==> src/rtl/acc_alu_pkg.sv <==
// Shared constants and carriers for the accumulator execute slice.
// Assumes one instruction is presented per four-phase instruction cycle.
package acc_alu_pkg;
    // Opcode fields
    localparam logic [7:0] OP_ADD_LIT = 8'h0f;
    localparam logic [7:0] OP_AND_LIT = 8'h0b;
    localparam logic [5:0] OP_ADD_FILE = 6'h09;
    localparam logic [5:0] OP_ADD_FILE_C = 6'h08;
    localparam int DEST_BIT = 9;
    localparam int ACCESS_BIT = 8;
    // Indexed literal offset window top
    localparam logic [7:0] INDEXED_MAX = 8'h5f;
    // Access bank split: offsets below 0x60 map to bank 0, the rest to bank 15
    localparam logic [7:0] ACCESS_SPLIT = 8'h60;
    localparam logic [3:0] ACCESS_HIGH_BANK = 4'hf;
    localparam logic [7:0] ACC_RESET = 8'h00;
    localparam logic [3:0] BANK_RESET = 4'h0;

    // Four phases of one instruction cycle
    typedef enum logic [1:0] {
        PH_DECODE = 2'b00,
        PH_READ = 2'b01,
        PH_PROCESS = 2'b10,
        PH_WRITE = 2'b11
    } phase_e;

    typedef enum logic [2:0] {
        OPK_NONE = 3'b000,
        OPK_ADD_LIT = 3'b001,
        OPK_AND_LIT = 3'b010,
        OPK_ADD_FILE = 3'b011,
        OPK_ADD_FILE_C = 3'b100
    } opkind_e;

    // Status flags
    typedef struct packed {
        logic negative;
        logic signed_wrap_flag;
        logic zero;
        logic half_carry_flag;
        logic carry;
    } flags_s;

    localparam flags_s FLAGS_RESET = '0;

    // File register write request
    typedef struct packed {
        logic we;
        logic [11:0] addr;
        logic [7:0] data;
    } file_wr_s;
endpackage

==> src/rtl/add_and_accumulator_ops.sv <==
// Execute slice for literal add, file add, add with carry and literal AND.
// Assumes the data memory returns FILE_RDATA combinationally for FILE_ADDR
// during the read phase, and the fetch unit holds INSTR for a whole cycle.
// How it works
// - Opcode 0x0f with a literal adds the literal into the accumulator.
// - All three adds refresh negative, wrap, carry, half-carry and zero.
// - Upper six bits 001001 add the accumulator to the file register.
// - Destination bit 0 writes the accumulator, 1 the file register.
// - Access bit 0 uses the access bank, 1 joins the bank select value.
// - Extended set, access 0 and operand up to 0x5f uses indexed mode.
// - Upper six bits 001000 add accumulator, file register and carry.
// - Opcode 0x0b with a literal ANDs the literal into the accumulator.
// - The literal AND touches only negative and zero flags.
// - Each instruction is one word done in decode, read, process, write.
module add_and_accumulator_ops (
    input wire logic SYS_CLK,
    input wire logic RESET_N,
    input wire logic INSTR_VALID,
    input wire logic [15:0] INSTR,
    input wire logic EXT_SET_EN,
    input wire logic [3:0] BANK_SELECT,
    input wire logic [11:0] INDEX_BASE,
    input wire logic [7:0] FILE_RDATA,
    output logic [11:0] FILE_ADDR,
    output acc_alu_pkg::file_wr_s FILE_WR,
    output logic [7:0] ACC,
    output acc_alu_pkg::flags_s FLAGS,
    output logic [1:0] PHASE,
    output logic DONE,
    output logic INDEXED_MODE
);

    // Result of an 8-bit add: half carry, carry out and sum
    function automatic logic [9:0] add8(input logic [7:0] a,
                                        input logic [7:0] b,
                                        input logic ci);
        logic [8:0] full;
        logic [4:0] low;
        full = {1'b0, a} + {1'b0, b} + {8'h00, ci};
        low = {1'b0, a[3:0]} + {1'b0, b[3:0]} + {4'h0, ci};
        add8 = {low[4], full};
    endfunction

    // Flags after an add
    function automatic acc_alu_pkg::flags_s add_flags(input logic [7:0] a,
                                                      input logic [7:0] b,
                                                      input logic [9:0] r);
        acc_alu_pkg::flags_s f;
        f.negative = r[7];
        f.zero = (r[7:0] == 8'h00);
        f.carry = r[8];
        f.half_carry_flag = r[9];
        f.signed_wrap_flag = (a[7] == b[7]) && (r[7] != a[7]);
        add_flags = f;
    endfunction

    // True for the two kinds that take their operand from a file register
    function automatic logic is_file_kind(input acc_alu_pkg::opkind_e k);
        is_file_kind = (k == acc_alu_pkg::OPK_ADD_FILE) ||
                       (k == acc_alu_pkg::OPK_ADD_FILE_C);
    endfunction

    // Opcode decode of one instruction word
    function automatic acc_alu_pkg::opkind_e decode_kind(
        input logic [15:0] w
    );
        acc_alu_pkg::opkind_e k;
        if (w[15:8] == acc_alu_pkg::OP_ADD_LIT) begin
            k = acc_alu_pkg::OPK_ADD_LIT;
        end else if (w[15:8] == acc_alu_pkg::OP_AND_LIT) begin
            k = acc_alu_pkg::OPK_AND_LIT;
        end else if (w[15:10] == acc_alu_pkg::OP_ADD_FILE) begin
            k = acc_alu_pkg::OPK_ADD_FILE;
        end else if (w[15:10] == acc_alu_pkg::OP_ADD_FILE_C) begin
            k = acc_alu_pkg::OPK_ADD_FILE_C;
        end else begin
            k = acc_alu_pkg::OPK_NONE; // Unknown words run as no-ops
        end
        decode_kind = k;
    endfunction

    // Operand address with the indexed flag on top
    // Literal kinds form an address too; nothing reads it for them.
    function automatic logic [12:0] form_addr(input logic [15:0] w,
                                              input logic ext,
                                              input logic [3:0] bank,
                                              input logic [11:0] base);
        logic [7:0] f;
        logic [11:0] a;
        logic ix;
        f = w[7:0];
        a = 12'h000;
        ix = 1'b0;
        if (w[acc_alu_pkg::ACCESS_BIT]) begin
            a = {bank, f};
        end else if (ext && f <= acc_alu_pkg::INDEXED_MAX) begin
            a = base + {4'h0, f};
            ix = 1'b1;
        end else if (f < acc_alu_pkg::ACCESS_SPLIT) begin
            a = {acc_alu_pkg::BANK_RESET, f};
        end else begin
            a = {acc_alu_pkg::ACCESS_HIGH_BANK, f};
        end
        form_addr = {ix, a};
    endfunction

    // Sequencer state
    acc_alu_pkg::phase_e phase, next_phase;
    acc_alu_pkg::opkind_e kind, next_kind;
    logic [15:0] ir, next_ir;
    logic [11:0] addr, next_addr;
    logic indexed, next_indexed;

    // Datapath state
    logic [7:0] operand, next_operand;
    logic [7:0] acc, next_acc;
    logic [7:0] result, next_result;
    acc_alu_pkg::flags_s flags, next_flags;
    acc_alu_pkg::flags_s res_flags, next_res_flags;
    acc_alu_pkg::file_wr_s wr, next_wr;
    logic done, next_done;

    // Phase walk, instruction capture and operand address
    // The address is held from decode to the next take, so the
    // memory sees a steady address through the read phase.
    always_comb begin
        next_phase = phase;
        next_kind = kind;
        next_ir = ir;
        next_addr = addr;
        next_indexed = indexed;
        case (phase)
            acc_alu_pkg::PH_DECODE: begin
                if (INSTR_VALID) begin
                    next_ir = INSTR;
                    next_kind = decode_kind(INSTR);
                    {next_indexed, next_addr} = form_addr(INSTR, EXT_SET_EN,
                                                          BANK_SELECT,
                                                          INDEX_BASE);
                    next_phase = acc_alu_pkg::PH_READ;
                end
            end
            acc_alu_pkg::PH_READ: begin
                next_phase = acc_alu_pkg::PH_PROCESS;
            end
            acc_alu_pkg::PH_PROCESS: begin
                next_phase = acc_alu_pkg::PH_WRITE;
            end
            acc_alu_pkg::PH_WRITE: begin
                next_phase = acc_alu_pkg::PH_DECODE;
            end
            default: begin
                next_phase = acc_alu_pkg::PH_DECODE;
            end
        endcase
    end

    // Sequencer registers
    always_ff @(posedge SYS_CLK or negedge RESET_N) begin
        if (!RESET_N) begin
            phase <= acc_alu_pkg::PH_DECODE;
            kind <= acc_alu_pkg::OPK_NONE;
            ir <= 16'h0000;
            addr <= 12'h000;
            indexed <= 1'b0;
        end else begin
            phase <= next_phase;
            kind <= next_kind;
            ir <= next_ir;
            addr <= next_addr;
            indexed <= next_indexed;
        end
    end

    // Operand fetch, arithmetic and destination write
    // Flags are staged in res_flags and only land in the write phase,
    // so the carry-in of a carry add is the carry from before it.
    always_comb begin
        logic [9:0] sum;
        sum = '0;
        next_operand = operand;
        next_acc = acc;
        next_result = result;
        next_flags = flags;
        next_res_flags = res_flags;
        next_wr = '0;
        next_done = 1'b0;
        case (phase)
            acc_alu_pkg::PH_READ: begin
                // Literal or file register operand
                if (is_file_kind(kind)) begin
                    next_operand = FILE_RDATA;
                end else begin
                    next_operand = ir[7:0];
                end
            end
            acc_alu_pkg::PH_PROCESS: begin
                next_res_flags = flags;
                case (kind)
                    acc_alu_pkg::OPK_ADD_LIT,
                    acc_alu_pkg::OPK_ADD_FILE: begin
                        sum = add8(acc, operand, 1'b0);
                        next_result = sum[7:0];
                        next_res_flags = add_flags(acc, operand, sum);
                    end
                    acc_alu_pkg::OPK_ADD_FILE_C: begin
                        sum = add8(acc, operand, flags.carry);
                        next_result = sum[7:0];
                        next_res_flags = add_flags(acc, operand, sum);
                    end
                    acc_alu_pkg::OPK_AND_LIT: begin
                        next_result = acc & operand;
                        next_res_flags.negative = next_result[7];
                        next_res_flags.zero = (next_result == 8'h00);
                    end
                    default: begin
                        next_result = acc;
                    end
                endcase
            end
            acc_alu_pkg::PH_WRITE: begin
                if (kind != acc_alu_pkg::OPK_NONE) begin
                    next_flags = res_flags;
                    next_done = 1'b1;
                    if (is_file_kind(kind) && ir[acc_alu_pkg::DEST_BIT]) begin
                        next_wr.we = 1'b1;
                        next_wr.addr = addr;
                        next_wr.data = result;
                    end else begin
                        next_acc = result;
                    end
                end
            end
            default: begin
                // Decode phase holds the datapath still
                next_wr = '0;
            end
        endcase
    end

    // Datapath registers
    always_ff @(posedge SYS_CLK or negedge RESET_N) begin
        if (!RESET_N) begin
            operand <= 8'h00;
            acc <= acc_alu_pkg::ACC_RESET;
            result <= 8'h00;
            flags <= acc_alu_pkg::FLAGS_RESET;
            res_flags <= acc_alu_pkg::FLAGS_RESET;
            wr <= '0;
            done <= 1'b0;
        end else begin
            operand <= next_operand;
            acc <= next_acc;
            result <= next_result;
            flags <= next_flags;
            res_flags <= next_res_flags;
            wr <= next_wr;
            done <= next_done;
        end
    end

    // Outputs straight from flip-flops
    assign FILE_ADDR = addr;
    assign FILE_WR = wr;
    assign ACC = acc;
    assign FLAGS = flags;
    assign PHASE = phase;
    assign DONE = done;
    assign INDEXED_MODE = indexed;
endmodule

==> config.mk <==
export PLATFORM = sky130hd
export DESIGN_NAME = add_and_accumulator_ops
export DESIGN_NICKNAME = d
export VERILOG_FILES = /design/src/rtl/acc_alu_pkg.sv /design/src/rtl/add_and_accumulator_ops.sv
export SDC_FILE = /design/constraint.sdc
export NUM_CORES = 1
export LEC_CHECK = 0
export ABC_CLOCK_PERIOD_IN_PS = 4400
export BUFFER_PORTS_ARGS = -buffer_cell sky130_fd_sc_hd__buf_2
export CAP_MARGIN = 15
export CORE_MARGIN = 3
export CORE_UTILIZATION = 60
export CTS_CLUSTER_SIZE = 10
export DETAILED_ROUTE_END_ITERATION = 16
export PLACE_DENSITY = 0.95
export REMOVE_ABC_BUFFERS = 1
export SLEW_MARGIN = 20
export SYNTH_ARGS = -nofsm -noshare
export SYNTH_HDL_FRONTEND = slang
export SYNTH_SLANG_ARGS = --single-unit
==> constraint.sdc <==
create_clock -name SYS_CLK -period 4.4 [get_ports SYS_CLK]
set_input_delay 0.88 -clock SYS_CLK [delete_from_list [all_inputs] [get_ports SYS_CLK]]
set_output_delay 0.88 -clock SYS_CLK [all_outputs]
set_load 0.02 [all_outputs]
# Word level (Yosys, flattened, before mapping)
# Index checks and enable logic that the tools add are counted.
word_totals:
  regBits: 84
  out_inout_bits: 50
  word_cells: 82
op_classes:
  add_sub_neg: 5
  order_cmp: 2
  n_eq_ne: 15
  mux: 22
  bitwise_logic: 2
  n_reduce_logical: 14
op_table:
  columns: ["cell", "n"]
  rows:
  - ["$mux 21", 3]
  - ["$mux 12", 3]
  - ["$logic_not 8->1", 3]
  - ["$pmux 8 s3", 1]
  - ["$eq 8x4->1 const B", 2]
  - ["$add 12x8->12", 1]
  - ["$eq 6x4->1 const B", 2]
  - ["$mux 3", 4]
  - ["$add 8x8->9", 1]
  - ["$add 9x1->9", 1]
  - ["$and 8x8->8", 1]
  - ["$le 8x7->1 const B", 1]
  - ["$lt 8x7->1 const B", 1]
  - ["$mux 8", 1]
  - ["$pmux 2 s4", 1]
  - ["$eq 3x2->1 const B", 2]
  - ["$pmux 1 s3", 2]
  - ["$add 4x4->5", 1]
  - ["$add 5x1->5", 1]
  - ["$eq 2x2->1 const B", 2]
  - ["$logic_and 1x1->1", 4]
  - ["$mux 1", 4]
  - ["$pmux 2 s2", 1]
  - ["$reduce_and 2->1", 2]
  - ["other kinds (14)", 15]

# Depth between registers and ports, before layout
# Gate-level depths: netlist of run 1.
logic_depth:
  word_depth: 6
  ltp_mapped: 10
  mapped_depth_nobuf: 10

# Worst setup path after synthesis of run 1
# No wires, ideal clock.
synth_path:
  path_type: "register to register"
  start: "register acc[0] (netlist: ACC[0])"
  end: "register res_flags[0] (netlist name)"
  t_arrival_ns: 2.764
  required_ns: 4.263
  slack_ns: 1.499
  stages_incl_launch_ff: 10
  path_cell_list: "dfrtp_1 ha_1 fa_1 a21o_2 a221oi_2 xnor2_2 nand2_1 or4_1 a31oi_1 a21oi_1"
synth_between:
  elab_chain_cells: 3
synth_rtl:
  columns: ["item", "line_no", "source"]
  rows:
  - ["start, declared", "add_and_accumulator_ops.sv:116", "logic [7:0] acc, next_acc;"]
  - ["start signal, assigned", "add_and_accumulator_ops.sv:245", "acc <= acc_alu_pkg::ACC_RESET;"]
  - ["start signal, assigned", "add_and_accumulator_ops.sv:253", "acc <= next_acc;"]
  - ["$add 8x8->9 *", "add_and_accumulator_ops.sv:39", "full = {1'b0, a} + {1'b0, b} + {8'h00, ci};"]
  - ["$add 9x1->9", "add_and_accumulator_ops.sv:39", null]
  - ["$pmux 2 s2 *", "add_and_accumulator_ops.sv:199", "case (kind)"]
  - ["end signal, assigned", "add_and_accumulator_ops.sv:248", "res_flags <= acc_alu_pkg::FLAGS_RESET;"]
  - ["end signal, assigned", "add_and_accumulator_ops.sv:256", "res_flags <= next_res_flags;"]
  - ["end, declared", "add_and_accumulator_ops.sv:119", "acc_alu_pkg::flags_s res_flags, next_res_flags;"]
# Every way passes the cells marked *; elsewhere a longest branch is shown, timed or not.
# A chain may end at the register's enable or synchronous reset.

# Worst setup path after layout of run 1
# Ends and elaborated chain as after synthesis.

==> results of run 1 <==
-- worst reg2reg max path, delay by kind of cell (launching register included) --
family	cells	cell delay (ns)
AND/OR/NAND/NOR	2	0.62
adder cells (fa/ha/maj)	2	0.75
XOR/XNOR	1	0.23
flip-flops	1	0.43
AO/OA/AOI/OAI	4	0.89
-- cells in the mapped netlist, types with 3 or more instances --
library cell / instances
nand3_1: 7
ha_1: 23
nand4_1: 3
a21o_1: 3
mux2_2: 23
a21oi_1: 38
a31oi_1: 3
o21a_1: 9
o21ai_0: 27
nor4_1: 4
nand2_1: 40
nor3_1: 11
and3_1: 4
nand2_2: 3
nand2b_1: 4
inv_1: 12
nor2_1: 34
dfrtp_1: 83
and2_1: 21
clkbuf_1: 16
a21boi_0: 3
xnor2_1: 15
or4_1: 3
mux2i_1: 13
nor2b_1: 9
nand3b_1: 4
a211o_1: 4
a211oi_1: 4
o31ai_1: 7
-- cell type report --
type,instances,area [um2]
fillers,530,1970
repair buffers,95,495
inverters,13,48.8
clock buffers,11,141
well taps,99,124
multi-input cells,361,2580
flip-flops and latches,83,2080
clock inverters,4,48.8
-- final timing paths --
path / startpoint / depth (start not counted) / endpoint
max: ACC[0] / 9 / res_flags[0]
min: INDEXED_MODE / 2 / INDEXED_MODE
max reg2reg: ACC[0] / 9 / res_flags[0]
min reg2reg: INDEXED_MODE / 2 / INDEXED_MODE
max in group asynchronous: RESET_N / 2 / operand[5]
min in group asynchronous: RESET_N / 1 / FILE_WR[17]
-- through the flow --
stage	area [um2]	util, %	cells
global route	5510	73.6	666
detailed placement	5300	70.8	650
finish	5510	73.6	666
floorplan	4700	-	457
CTS	5490	73.4	665
global placement	5300	70.8	650
-- registers in the layout, indices dropped and copies added, names as in the netlist --
register	flops
FILE_ADDR	12
res_flags	5
INDEXED_MODE	1
ir	9
operand	8
FILE_WR	21
PHASE	2
FLAGS	5
result	8
kind	3
DONE	1
ACC	8
-- kinds of logic after synthesis --
family / Yosys count
xor gates and xnor gates: 22
muxes: 36
DFF: 83
AOI/OAI and AO/OA: 122
and+or+nand+nor: 156
adders and majority gates: 25
buffers and inverters: 32
-- power breakdown --
part | internal (mW) | switching (mW) | leakage (nW) | total, mW
combinational | 0.924 | 1.30 | 1.48 | 2.22
clock | 0.276 | 0.281 | 0.0996 | 0.557
sequential | 1.02 | 0.221 | 1.05 | 1.24
total | 2.22 | 1.80 | 2.62 | 4.02
-- per-layer routing --
layer | track usage [%] | part of all wire, % | vias up
met5 | 0 | 0 | -
met1 | 36.6 | 41 | 1957
met4 | 11.8 | 2.6 | 0
li1 | - | - | 1883
met2 | 43.7 | 50 | 173
met3 | 5.13 | 6.6 | 36
==> flow_metrics.env, run 1 <==
export IMPL_status="completed"
export IMPL_rsz0062_at_grt="false"
export IMPL_grt_pass1_vias=4013
export IMPL_postCtsSetupBuffers=0
export IMPL_fin_ws_ns=1.33
export IMPL_dp_slack_ns=1.25
export IMPL_cpMaxStageDelayCell="fa_1"
export IMPL_syn_cell_area_um2=4770
export IMPL_ioPinCount=94
export IMPL_period_minus_slack_ns=3.07
export IMPL_ys_flop_type="dfrtp_1"
export IMPL_vdd_drop_max_v=0.000524
export IMPL_wl_per_cell_um=17.8
export IMPL_max_freq_mhz=325
export IMPL_hold_slack_ns=0.482
export IMPL_yosysSeqAreaShare_pct=43.5
export IMPL_reg2reg_slack_ns=1.33
export IMPL_dieWidth_um=95.2
export IMPL_critPathRequiredTime_ns=4.60
export IMPL_ant_nets=0
export IMPL_firstDrtPassIters=5
export IMPL_synth_area_leaders="dfrtp_1 44%, ha_1 6.0%, mux2_2 5.4%"
export IMPL_ctsResizeCount=0
export IMPL_antenna_cells=0
export IMPL_slew_viol_final=0
export IMPL_muxShareOfSynthArea_pct=8.15
export IMPL_coreArea_um2=7490
export IMPL_drc=0
export IMPL_crit_path_max_incr_delay_ns=0.48
export IMPL_synth_edff_count=0
export IMPL_htree_levels=3
export IMPL_port_buffers=93
export IMPL_grt_start_max_net_pins=84
export IMPL_start_util_pct=63.8
export IMPL_critPathLaunchType="flop"
export IMPL_period_share_pct=69.8
export IMPL_layout_commonest_cell="buf_2"
export IMPL_die_h_um=95.2
export IMPL_cts_hold_buf=0
export IMPL_path_max_fanout=7
export IMPL_drive_gt1_share_pct=26.5
export IMPL_vias=4049
export IMPL_drt_wl_total_mm=11.9
export IMPL_grt_antenna_before_repair=0
export IMPL_finalClockSkew_ns=0.0155
export IMPL_path_clk_slew_ns=0.09
export IMPL_gp_congestion=0.982
export IMPL_worst_setup_path_end_kind="flop"
export IMPL_maxCapViolCount=0
export IMPL_rows=31
export IMPL_grt_util_all_layers_pct=27.4
export IMPL_setup_viol=0
export IMPL_final_nets=632
export IMPL_finalSetupTns_ns=0
export IMPL_tightest_slew_ns=1.06
export IMPL_synth_seq_cells=83
export IMPL_synth_simple_area_share_pct=16.7
export IMPL_vias_per_cell=6.08
export IMPL_drt_iter0_markers=298
export IMPL_synthArstFlopShare_pct=100
export IMPL_cts_buffers=9
export IMPL_synth_top_family_by_area="compound AO/OA/AOI/OAI gates"
export IMPL_cp_num_buf_inv=0
export IMPL_leakage_nw=2.62
export IMPL_cts_sinks=83
export IMPL_max_slew_margin_rel_pct=28.8
export IMPL_synth_xor_area_share_pct=5.21
export IMPL_power_density_nw_per_um2=730
export IMPL_cts_buffer_depth=2
export IMPL_area_growth_pct=15.4
export IMPL_syn_inst=476
export IMPL_syn_avg_cell_area_um2=10.0
export IMPL_synth_fa_ha_area_share_pct=6.87
export IMPL_worst_ep_arrival_time_ns=3.27
export IMPL_gr_total_overflow=0
export IMPL_crit_family="compound AO/OA/AOI/OAI gates"
export IMPL_finalPower_mw=4.02
export IMPL_crit_type="flop to flop"
export IMPL_clk_latency_ns=0.36
export IMPL_yosys_warnings=0
export IMPL_grt_pass1_wl_mm=19.2
export IMPL_cts_root_buffer="clkbuf_8"
export IMPL_synthDominantCellAreaShare_pct=43.5
export IMPL_synth_compound_area_share_pct=17.0
export IMPL_die_area_um2=9060
export IMPL_path_cells="ha_1 -> fa_1 -> a21o_2 -> a221oi_2 -> xnor2_2 -> nand2_1 -> or4_1 -> a31oi_1 -> a21oi_1"
export IMPL_yosys_area_top_type="dfrtp_1"
export IMPL_cts_tree="built"
export IMPL_hold_violations=0
export IMPL_layout_common_cells="92 x buf_2, 83 x dfrtp_1, 40 x nand2_1"
export IMPL_synthDistinctLibCells=63
export IMPL_min_path_type="flop to flop"
export IMPL_place_hpwl_mm=8.70
Power figures use the tool's default switching activity.
==> run 2, diff against run 1 <==
Settings changed: ABC_CLOCK_PERIOD_IN_PS 4400 to 3170, CORE_UTILIZATION 60 to 56, PLACE_DENSITY 0.95 to 0.91.
Clock period 4.4 ns to 3.17 ns, I/O delays scaled along.
==> run 2 against run 1 <==
Net effect: design area rose by 1.5%; routed wire length is 1.9% lower; hold slack got worse by 0.19 ns; via count down 0.42%; sequential power rose by 39%; critical path type unchanged.
==> flow_metrics.env, run 2 (same netlist as run 1, synthesis figures left out) <==
export IMPL_start_util_pct=57.8
export IMPL_hold_slack_ns=0.295
export IMPL_cpMaxStageDelayCell="fa_1"
export IMPL_dp_slack_ns=0.219
export IMPL_htree_levels=3
export IMPL_crit_family="adder cells"
export IMPL_rsz0062_at_grt="false"
export IMPL_drt_iter0_markers=223
export IMPL_drive_gt1_share_pct=27.6
export IMPL_p_int_mw=3.13
export IMPL_fin_ws_ns=0.182
export IMPL_path_max_fanout=6
export IMPL_layout_common_cells="92 x buf_2, 83 x dfrtp_1, 40 x nand2_1"
export IMPL_max_slew_margin_rel_pct=35.2
export IMPL_die_h_um=98.3
export IMPL_clk_latency_ns=0.37
export IMPL_cts_buffer_depth=2
export IMPL_wl_per_cell_um=17.1
export IMPL_gp_congestion=0.979
export IMPL_gr_total_overflow=0
export IMPL_nFillCells=652
export IMPL_swShare_pct=44.8
export IMPL_grt_util_all_layers_pct=24.6
export IMPL_min_path_type="primary input to async pin"
export IMPL_die_area_um2=9670
export IMPL_p_comb_share_pct=55.9
export IMPL_cts_sinks=83
export IMPL_leakage_nw=2.66
export IMPL_vias=4032
export IMPL_drt_wl_total_mm=11.7
export IMPL_finalClockSkew_ns=0.0116
export IMPL_grt_pass1_wl_mm=19.3
export IMPL_largest_register_ffs=21
export IMPL_cts_buffers=9
export IMPL_cts_tree="built"
export IMPL_port_buffers=93
export IMPL_postCtsSetupBuffers=0
export IMPL_place_area_um2=5390
export IMPL_ant_nets=0
export IMPL_period_minus_slack_ns=2.99
export IMPL_grt_start_max_net_pins=84
export IMPL_final_nets=640
export IMPL_area_growth_pct=17.1
export IMPL_worst_setup_path_end_kind="flop"
export IMPL_crit_type="flop to flop"
export IMPL_path_clk_slew_ns=0.09
export IMPL_cp_num_buf_inv=0
export IMPL_cts_root_buffer="clkbuf_8"
export IMPL_max_freq_mhz=335
export IMPL_worst_ep_arrival_time_ns=3.24
export IMPL_crit_path_max_incr_delay_ns=0.61
export IMPL_tightest_slew_ns=0.969
export IMPL_pwr_share_clk_pct=13.7
export IMPL_finalSetupTns_ns=0
export IMPL_slew_viol_final=0
export IMPL_cts_hold_buf=0
export IMPL_maxCapViolCount=0
export IMPL_final_area_um2=5590
export IMPL_grt_antenna_before_repair=0
export IMPL_layout_commonest_cell="buf_2"
export IMPL_power_density_nw_per_um2=1010
export IMPL_ioPinCount=94
export IMPL_setup_viol=0
export IMPL_critPathRequiredTime_ns=3.42
export IMPL_ctsResizeCount=0
export IMPL_path_cells="ha_1 -> fa_1 -> ha_1 -> nand2_2 -> nor3_4 -> nand2_2 -> or4_1 -> a31oi_1 -> a21oi_1"
export IMPL_vdd_drop_max_v=0.000456
export IMPL_switching_power_mw=2.54
export IMPL_grt_pass1_vias=4152
export IMPL_rows=33
export IMPL_coreArea_um2=8260
export IMPL_place_hpwl_mm=8.82
export IMPL_firstDrtPassIters=5
export IMPL_dieWidth_um=98.3
export IMPL_antenna_cells=0
export IMPL_vias_per_cell=5.92
export IMPL_status="completed"
export IMPL_critPathLaunchType="flop"
export IMPL_hold_violations=0
export IMPL_period_share_pct=94.3
export IMPL_seq_power_share_pct=30.3
export IMPL_drc=0
[run 2: changes by cell type in the layout (fill, tap and decap cells not counted), sizes merged]
cell	before	now
clkinvlp	0	2
clkinv	3	2
inv	13	14
buf	95	103
clkbuf	11	10
[run 2: layout make-up]
| class | instances | area (um2) | share of cell area [%] |
|---|---|---|---|
| multi-input combinational | 361 | 2580 | 46.1 |
| inverter | 13 | 48.8 | 0.873 |
| sequential | 83 | 2080 | 37.1 |
| tap | 105 | 131 | 2.35 |
| clock inverter | 6 | 71.3 | 1.28 |
| timing repair buffer | 103 | 559 | 10.0 |
| clock buffer | 10 | 128 | 2.28 |
[run 2: path summary, 6_finish.rpt]
check	end	startpoint	slack, ns	cells past startpoint
setup / recovery	res_flags[0]	ACC[0]	0.18	9
hold / removal	FLAGS[4]	RESET_N	0.30	1
setup reg to reg	res_flags[0]	ACC[0]	0.18	9
hold reg to reg	ir[7]	ir[7]	0.48	2
max in group asynchronous	ACC[3]	RESET_N	2.36	1
min in group SYS_CLK	ir[7]	ir[7]	0.48	2
[run 2: power by group through the flow]
stage	combinational, mW	sequential [mW]	clock, mW
2_1_floorplan	2.14	1.85	0
3_3_place_gp	3.06	1.71	0
6_report	3.17	1.72	0.780
5_1_grt	3.48	1.77	0.840
4_1_cts	3.16	1.72	0.791
3_5_place_dp	3.14	1.74	0
[run 2: metal layers]
layer  track usage [%]  up-vias  part of all wire, %
met3              5.21       40                  6.4
li1                  -     1898                    -
met5                 0        -                    0
met1              29.6     1952                   41
met2              42.1      142                   49
met4              11.4        0                  3.4
[run 2: per-stage QoR]
stage / std cells / util (%) / power [mW]
floorplan: 457 / - / 3.99
global placement: 665 / 65.3 / 4.77
detailed placement: 665 / 65.3 / 4.87
CTS: 681 / 67.7 / 5.67
global route: 681 / 67.7 / 6.09
finish: 681 / 67.7 / 5.68
